### config.mk
export PLATFORM = sky130hd
export DESIGN_NAME = wdt_core
export DESIGN_NICKNAME = d
export VERILOG_FILES = /design/src/logic/wdt_pkg.sv /design/src/logic/wdt_tap.sv /design/src/logic/wdt_core.sv
export SDC_FILE = /design/constraint.sdc
export NUM_CORES = 1
export LEC_CHECK = 0
export ABC_CLOCK_PERIOD_IN_PS = 4100
export BUFFER_PORTS_ARGS = -buffer_cell sky130_fd_sc_hd__buf_4
export CORE_MARGIN = 1
export CORE_UTILIZATION = 30
export CTS_BUF_LIST = sky130_fd_sc_hd__clkbuf_4
export DETAILED_ROUTE_END_ITERATION = 6
export PLACE_DENSITY = 0.56
export SETUP_SLACK_MARGIN = 0.15
export SLEW_MARGIN = 20
export SYNTH_ARGS = -nofsm -noshare
export SYNTH_HDL_FRONTEND = slang
export SYNTH_SLANG_ARGS = --single-unit
### constraint.sdc
create_clock -name core_clk_in -period 4.1 [get_ports core_clk_in]
set_input_delay 0.41 -clock core_clk_in [delete_from_list [all_inputs] [get_ports core_clk_in]]
set_output_delay 0.41 -clock core_clk_in [all_outputs]
set_load 0.02 [all_outputs]
### src/logic/wdt_pkg.sv
/*
 * wdt_pkg: constants and carrier types for the watchdog timeout/reset block.
 * assumes a single 50 MHz system clock and an active-low async chip reset.
 */
package wdt_pkg;
    localparam int WDT_CNT_W = 24;
    localparam int WDT_RST_W = 10;
    localparam logic [WDT_RST_W-1:0] WDT_RST_CYCLES = 10'h200;
    localparam logic [1:0] WDT_SEL_RESET = 2'h0;
    localparam int WDT_TO_EXP_BASE = 15;
    localparam int WDT_TO_EXP_STEP = 3;

    // software-side control bundle, sampled each clock
    typedef struct packed {
        logic restart;
        logic run;
        logic int_enable;
        logic flag_clear;
        logic [1:0] timeout_select;
    } wdt_ctrl_t;

    // status bundle returned to the processor and reset logic
    typedef struct packed {
        logic timeout_flag;
        logic irq;
        logic sys_reset;
        logic reset_stage;
    } wdt_stat_t;

    typedef enum logic [1:0] {
        WDT_ST_COUNT,
        WDT_ST_RSTAGE,
        WDT_ST_FIRE
    } wdt_state_t;
endpackage : wdt_pkg

### src/logic/wdt_tap.sv
/*
 * wdt_tap: decodes the timeout select into a terminal-count test.
 * assumes the count is the watchdog counter value, gated by run in the counting stage.
 */
`timescale 1ns/1ns
module wdt_tap
    import wdt_pkg::*;
(
    input wire logic [WDT_CNT_W-1:0] count_in,
    input wire logic [1:0] timeout_select_in,
    output logic terminal_out
);
    // terminal when all bits below the selected exponent are ones
    always_comb
    begin
        unique case (timeout_select_in)
            2'h0: terminal_out = &count_in[WDT_TO_EXP_BASE-1:0];
            2'h1: terminal_out =
                &count_in[WDT_TO_EXP_BASE+WDT_TO_EXP_STEP-1:0];
            2'h2: terminal_out =
                &count_in[WDT_TO_EXP_BASE+2*WDT_TO_EXP_STEP-1:0];
            2'h3: terminal_out = &count_in;
        endcase
    end
endmodule : wdt_tap

### src/logic/wdt_core.sv
/*
 * wdt_core: watchdog with interrupt timeout stage and reset stage.
 * assumes software controls arrive as synchronous levels/pulses on the
 * system clock; sys_reset_out is fed to the chip reset generator.
 */
`timescale 1ns/1ns
module wdt_core
    import wdt_pkg::*;
(
    input wire logic core_clk_in,
    input wire logic arst_n_in,
    input wire wdt_ctrl_t ctrl_in,
    output wdt_stat_t stat_out
);
    // stage machine and its reset-stage down counter
    wdt_state_t state_reg, state_next;
    logic [WDT_RST_W-1:0] rcnt_reg, rcnt_next;
    // watchdog count, gated by run in the counting stage
    logic [WDT_CNT_W-1:0] cnt_reg, cnt_next;
    // sticky interrupt timeout flag
    logic flag_reg, flag_next;
    // status outputs, each held in a flop of its own
    logic irq_reg, irq_next;
    logic srst_reg, srst_next;
    logic stage_reg, stage_next;
    // decoded events shared by the state groups below
    logic terminal;
    logic count_stage;
    logic reset_stage;
    logic fire_stage;
    logic timeout_hit;
    logic stage_expire;
    logic restart_take;

    // terminal-count test for the selected timeout
    wdt_tap u_tap (
        .count_in(cnt_reg),
        .timeout_select_in(ctrl_in.timeout_select),
        .terminal_out(terminal)
    );

    // stage decode from the state flop
    assign count_stage = (state_reg == WDT_ST_COUNT);
    assign reset_stage = (state_reg == WDT_ST_RSTAGE);
    assign fire_stage = (state_reg == WDT_ST_FIRE);

    // a timeout only counts while software lets the count run
    assign timeout_hit = count_stage & ctrl_in.run & terminal;
    // the reset stage ends once its down counter reads zero
    assign stage_expire = reset_stage & (rcnt_reg == '0);
    // restart is refused once the reset is committed: in the
    // expiry cycle and in the reset pulse cycle; a late restart
    // there could otherwise leave a half-issued reset behind
    assign restart_take = ctrl_in.restart & ~fire_stage
        & ~stage_expire;

    // next state of the stage machine and the reset-stage counter
    always_comb
    begin
        state_next = state_reg;
        rcnt_next = rcnt_reg;
        unique case (state_reg)
            WDT_ST_COUNT:
            begin
                if (timeout_hit)
                begin
                    // loaded one short: the zero cycle is the last one
                    rcnt_next = WDT_RST_CYCLES - 1'b1;
                    state_next = WDT_ST_RSTAGE;
                end
            end
            WDT_ST_RSTAGE:
            begin
                rcnt_next = rcnt_reg - 1'b1;
                if (stage_expire)
                begin
                    state_next = WDT_ST_FIRE;
                end
            end
            WDT_ST_FIRE:
            begin
                // the watchdog's own reset sends it back to counting
                rcnt_next = '0;
                state_next = WDT_ST_COUNT;
            end
            default:
            begin
                // unused code: recover into the counting stage
                rcnt_next = '0;
                state_next = WDT_ST_COUNT;
            end
        endcase
        // restart wins in any stage up to, but not in, the reset-stage expiry cycle
        if (restart_take)
        begin
            rcnt_next = '0;
            state_next = WDT_ST_COUNT;
        end
    end

    // stage registers
    always_ff @(posedge core_clk_in or negedge arst_n_in)
    begin
        if (!arst_n_in)
        begin
            state_reg <= WDT_ST_COUNT;
            rcnt_reg <= '0;
        end
        else
        begin
            state_reg <= state_next;
            rcnt_reg <= rcnt_next;
        end
    end

    // next value of the watchdog count
    always_comb
    begin
        cnt_next = cnt_reg;
        unique case (state_reg)
            WDT_ST_COUNT:
            begin
                if (timeout_hit)
                begin
                    // the next interval starts from zero
                    cnt_next = '0;
                end
                else if (ctrl_in.run)
                begin
                    cnt_next = cnt_reg + 1'b1;
                end
            end
            WDT_ST_RSTAGE:
            begin
                // run is ignored here so software cannot stall the reset
                cnt_next = cnt_reg + 1'b1;
            end
            WDT_ST_FIRE:
            begin
                cnt_next = '0;
            end
            default:
            begin
                cnt_next = '0;
            end
        endcase
        if (restart_take)
        begin
            cnt_next = '0;
        end
    end

    // count register
    always_ff @(posedge core_clk_in or negedge arst_n_in)
    begin
        if (!arst_n_in)
        begin
            cnt_reg <= '0;
        end
        else
        begin
            cnt_reg <= cnt_next;
        end
    end

    // next value of the sticky timeout flag
    always_comb
    begin
        flag_next = flag_reg;
        if (ctrl_in.flag_clear)
        begin
            flag_next = 1'b0;
        end
        if (fire_stage)
        begin
            flag_next = 1'b0;
        end
        // set beats a same-cycle clear, so no timeout is ever lost
        if (timeout_hit)
        begin
            flag_next = 1'b1;
        end
    end

    // flag register
    always_ff @(posedge core_clk_in or negedge arst_n_in)
    begin
        if (!arst_n_in)
        begin
            flag_reg <= 1'b0;
        end
        else
        begin
            flag_reg <= flag_next;
        end
    end

    // next values of the registered status outputs
    always_comb
    begin
        irq_next = flag_next & ctrl_in.int_enable;
        srst_next = stage_expire;
        // stage bit tracks the next state so it has no gap or lag
        stage_next = (state_next == WDT_ST_RSTAGE);
    end

    // status registers; irq, sys_reset and reset_stage come straight from these flops
    always_ff @(posedge core_clk_in or negedge arst_n_in)
    begin
        if (!arst_n_in)
        begin
            irq_reg <= 1'b0;
            srst_reg <= 1'b0;
            stage_reg <= 1'b0;
        end
        else
        begin
            irq_reg <= irq_next;
            srst_reg <= srst_next;
            stage_reg <= stage_next;
        end
    end

    // status bundle, one flop per field
    assign stat_out.timeout_flag = flag_reg;
    assign stat_out.irq = irq_reg;
    assign stat_out.sys_reset = srst_reg;
    assign stat_out.reset_stage = stage_reg;
endmodule : wdt_core

# After elaboration in Yosys (flattened, before gate mapping)
# Index checks and enable logic that the tools add are counted.
dict set report totals {
  mem_bits_ro 0
  n_memories 0
  regBits 40
  latchBits 0
  ramBits 0
  input_bits 8
  elab_cells 47
  out_inout_bits 4
}
dict set report op_classes {
  shift 0
  mul 0
  n_div 0
  bitwise 8
  magnitude_cmp 0
  eq_ne 8
  mux 15
  n_addsub 2
  n_reduce_logical 7
}
# cell count
set ops {}
lappend ops {{two-way mux 24 bit} 3}
lappend ops {{case mux 24 bit (2 select lines)} 1}
lappend ops {{adder 24 x 1 -> 24 bit, second input constant} 1}
lappend ops {{AND reduction 24 bit} 1}
lappend ops {{AND reduction 21 bit} 1}
lappend ops {{two-way mux 10 bit} 2}
lappend ops {{case mux 10 bit (2 select lines)} 1}
lappend ops {{AND reduction 18 bit} 1}
lappend ops {{AND reduction 15 bit} 1}
lappend ops {{zero test 10 bit} 1}
lappend ops {{subtractor 10 x 1 -> 10 bit, second input constant} 1}
lappend ops {{AND 1 bit} 6}
lappend ops {{equality test 2 x 1 -> 1 bit, second input constant} 3}
lappend ops {{equality test 2 bit, second input constant} 3}
lappend ops {{two-way mux 2 bit} 3}
lappend ops {{zero test 2 bit} 2}
lappend ops {{inequality test 4 x 2 -> 1 bit, second input constant} 1}
lappend ops {{case mux 1 bit (4 select lines)} 1}
lappend ops {{case mux 2 bit (2 select lines)} 1}
lappend ops {{two-way mux 1 bit} 3}
lappend ops {{inequality test 3 x 1 -> 1 bit, second input constant} 1}
lappend ops {{NOT 1 bit} 2}

# Logic depth before layout (Yosys ltp)
dict set report depth {
  depth_word 7
  mapped_depth 8
  mapped_depth_nobuf 7
}

# Hierarchy
# A second synthesis with hierarchy kept.
dict set report unflattened {
  cells_unflattened 243
  area_unflattened_um2 2208.4
}
# mod seq_area_each_um2 area_per_inst_um2 cells_each n_inst
set by_module_without_submodules {}
lappend by_module_without_submodules {wdt_core 1001.0 2139.6 231 1}
lappend by_module_without_submodules {wdt_tap 0.0 68.8 12 1}

# Worst setup path before layout
# Ideal clock, no wire load.
dict set report synth_timing {
  path_kind {reg2reg}
  startpoint {register rcnt_reg[0]}
  endpoint {register cnt_reg[20]}
  path_buffers 0
  setup_time_ns 0.069
  stages_incl_launch_ff 8
  required_ns 4.031
  arrival_ns 1.863
  setup_slack_ns 2.168
  synth_period_minus_slack_ns 1.932
  path_cell_list {dfrtp_1 inv_1 ha_1 nor4b_2 a41o_2 nand2_1 or4b_1 nand3_1}
}
dict set report synth_between {
  elab_chain_len 5
}
# element line
set synth_rtl {}
lappend synth_rtl {{from (decl)} wdt_core.sv:17} ;# logic [WDT_RST_W-1:0] rcnt_reg, rcnt_next;
lappend synth_rtl {{from (signal assigned)} wdt_core.sv:112} ;# rcnt_reg <= rcnt_next;
lappend synth_rtl {{zero test 10 bit (*)} wdt_core.sv:50} ;# assign stage_expire = reset_stage & (rcnt_reg == '0);
lappend synth_rtl {{AND 1 bit (*)} wdt_core.sv:50}
lappend synth_rtl {{NOT 1 bit (*)} wdt_core.sv:55} ;# & ~stage_expire;
lappend synth_rtl {{AND 1 bit (*)} wdt_core.sv:55}
lappend synth_rtl {{inequality test 4 x 2 -> 1 bit (no source line) or two-way mux 24 bit (tied branches)} -}
lappend synth_rtl {{to (signal assigned)} wdt_core.sv:162} ;# cnt_reg <= cnt_next;
lappend synth_rtl {{to (decl)} wdt_core.sv:19} ;# logic [WDT_CNT_W-1:0] cnt_reg, cnt_next;
# Every way passes the cells marked *; elsewhere a longest branch is shown, timed or not.
# A chain may end at the register's enable or synchronous reset.

# Worst setup path in the final report
dict set report layout_timing {
  startpoint {register cnt_reg[0]}
  endpoint {register cnt_reg[1]}
}
dict set report layout_between {
  elab_chain_len 6
}
# element
set layout_rtl {}
lappend layout_rtl {{parallel branches: the longest is 6 deep, another holds adder 24 x 1 -> 24 bit}}
# Several ways; the timed one is not identified. The select of a mux whose other input is x is not followed.

==> impl_metrics.yaml <==
clock_network:
  cts_tree: "yes"
  clock_latency_ps: 350
  clk_root_buffer_cell: "clkbuf_4"
  clkSlewWorstSetupHoldPaths_ps: 120
  cts_made_buffers: 5
  cts_hold_buf: 0
  cts.repair.resized: 0
  clock_tree.htree_level_count: 2
  cts_post_setup_buffers_inserted: 0
  clk_path_buf_depth: 2
  cts_sinks: 40
timing:
  fin_worst_hold_slack_ps: 3.696
  setup_viol: 0
  final_skew_ps: 16.48
  fmaxAchievable_mhz: 422.0
  slew_headroom: 0.3467
  tightestPinTransition_ps: 967.2
  finalCritPeriodShare: 0.5780
  timing.final.max_slew_violations: 0
  final_number_of_hold_violating_endpoints: 0
  timing.setup.tns_ps: 0
  crit_path_time_final_ps: 2370
  grt_setup_unrepaired: "no"
power_and_ir_drop:
  power.share.switching: 0.2602
  power_frac_seq: 0.611
  internal_power_mw: 0.4983
  cellLeakagePower_nw: 1.075
  combinationalPowerShare: 0.103
  power_switching_mw: 0.1753
  max-vdd-ir-drop_mv: 0.09342
  powerDensity_mw_per_mm2: 270.4
  pwr-share-clk: 0.286
logic_synthesis:
  synth_area_sq_mm: 0.002404
  yosysSeqAreaShare: 0.4164
  synth_largest_type_area_fraction: 0.4164
  yosys_warnings: 0
  post-synth-top-count-cell: "dfrtp_1"
  synth_cells: 247
  synth.distinct_cells: 53
  async_flop_share: 1.000
  syn_area_per_cell_sq_um: 9.731
  synth_enable_flop_cells: 0
  yosys-top-cells-count: "dfrtp_1, nand3_1, nor2_1"
  synth_ff_type: "dfrtp_1"
  synth_largest_area_cell: "dfrtp_1"
  synth.top_cells.by_area: "dfrtp_1, nand3_1, nor2_1"
  synth_seq_cells: 40
  postSynthNetCount: 257
floorplan:
  floorplan.die_area_sq_mm: 0.008374
  initial_core_util: 0.3110
  dieWidth_um: 91.51
  ios: 12
  placement_rows: 32
  die_h_um: 91.51
  core_region_area_sq_mm: 0.007727
route:
  post-route-drc-count: 0
  vias_per_cell: 5.139
  firstDrtPassIters: 4
  initialDrtViolationCount: 97
  drt_wl_total_um: 4643
  num_vias: 1809
  detail-route-antenna-nets: 0
  wl_per_cell_um: 13.19
place:
  gp_routability_congestion: 0.7809
  io_buffer_count: 11
  detailed_place_hpwl_um: 3143
hold_path:
  worst_hold_path_type: "input port to async pin"
setup_path:
  crit_path_end_kind: "flip-flop"
  reg2reg_to: "cnt_reg[1]"
  reg2reg_slack_ps: 1730
  worstSetupPathType: "flip-flop to flip-flop"
  timing.critical_path.from: "cnt_reg[0]"
  worstPathMaxFanout: 26
  crit_arrival_ps: 2580
  startpoint_type: "flip-flop"
  r2r_cells: 6
  r2r-start: "cnt_reg[0]"
  cp.required_ps: 4310
layout:
  final_net_count: 260
  largest_register_ff_count: 24
  share_of_cells_above_drive_strength_1: 0.1320
  num_antenna_cells: 0
  filler_cells: 794
  seqCellArea_sq_mm: 0.001001
  multiInputGateArea_sq_mm: 0.001196
  area_growth_pct: 3.644
  fin_util: 0.3224
global_routing:
  grt_pass1_vias: 1802
  grt_first_pass_wirelength_um: 8383
  global_route_total_usage_across_every_layer: 0.1237
  gr-total-overflow: 0
  grt_start_max_net_pins: 41
  antenna_found_initial: 0
run_status:
  outcome: "completed"
flow_run:
  cap_viol_max_count: 0
-- worst max path at each step --
stage                  end  cells after the start  slack [ps]
4_1_cts         cnt_reg[1]                      6        1680
3_5_place_dp    cnt_reg[1]                      6        1710
6_report        cnt_reg[1]                      6        1730
2_1_floorplan  cnt_reg[20]                      7        2170
3_3_place_gp    cnt_reg[1]                      6        1810
5_1_grt         cnt_reg[1]                      6        1480
-- power by group through the flow --
stage	registers [mW]	logic, mW	clock network (mW)
detailed placement	0.419	0.0703	0
floorplan	0.417	0.0533	0
global placement	0.419	0.0699	0
global route	0.413	0.0802	0.220
CTS	0.411	0.0707	0.208
finish	0.412	0.0693	0.193
-- worst max-delay path: stages (launching register included) --
cell and delay [ps]:
dfrtp_1 400, ha_1 210, nand3_1 130, nor3_4 350, o2111ai_4 450, nand2_1 520, o21ai_0 170
-- area by class of cell --
type	count	share of cell area
tap	102	0.05123
inverter	7	0.01055
multi-input combinational	184	0.4802
timing repair buffer	12	0.03616
clock inverter	1	0.002009
sequential	40	0.4018
clock buffer	6	0.01808
-- per-layer routing --
layer  vias up  global-route usage  part of all wire
met5         -                   0                 0
met4         0             0.04497             0.011
met3         4             0.02094             0.028
met2        27              0.2099              0.48
met1       870              0.1569              0.48
li1        908                   -                 -
-- through the flow --
step                instances  worst slack [ps]  total power [mW]  instance area, sq um
detailed placement        345              1709            0.4895                  2441
global placement          345              1808            0.4887                  2441
floorplan                 247              2168            0.4705                  2404
finish                    352              1730            0.6736                  2491
global route              352              1480            0.7137                  2491
CTS                       352              1684            0.6901                  2491
-- cells in the final DEF, fill, tap and decap left out, types with 2 or more instances in the layout --
cell type	Yosys	final
or3_1	2	2
and3_2	2	2
o21ai_0	8	8
buf_4	4	12
nand2_1	21	21
or4_1	4	4
xor2_1	5	5
nand3b_1	2	2
inv_1	7	7
nor2_1	23	23
dfrtp_1	40	40
xnor2_1	9	9
a22o_1	5	5
nor3_1	8	8
nand3_1	26	26
a31oi_1	9	9
a21oi_1	10	10
clkbuf_4	0	6
o2bb2ai_1	5	5
nand2b_1	2	2
ha_1	2	2
nor4_2	2	2
nand4_1	5	5
and2_1	3	3
and3_1	4	4
a221oi_1	3	3
a41oi_1	2	2
-- kinds of logic after synthesis --
kind of cell	count (synthesis)	share of synthesized area
AND/OR/NAND/NOR	118	0.2847
AO/OA/AOI/OAI	49	0.1468
flip-flops	40	0.4164
buffers and inverters	23	0.08589
XOR/XNOR	14	0.05102
adder cells (fa/ha/maj)	2	0.01041
multiplexers	1	0.004685
(Power assumes the default switching activity.)
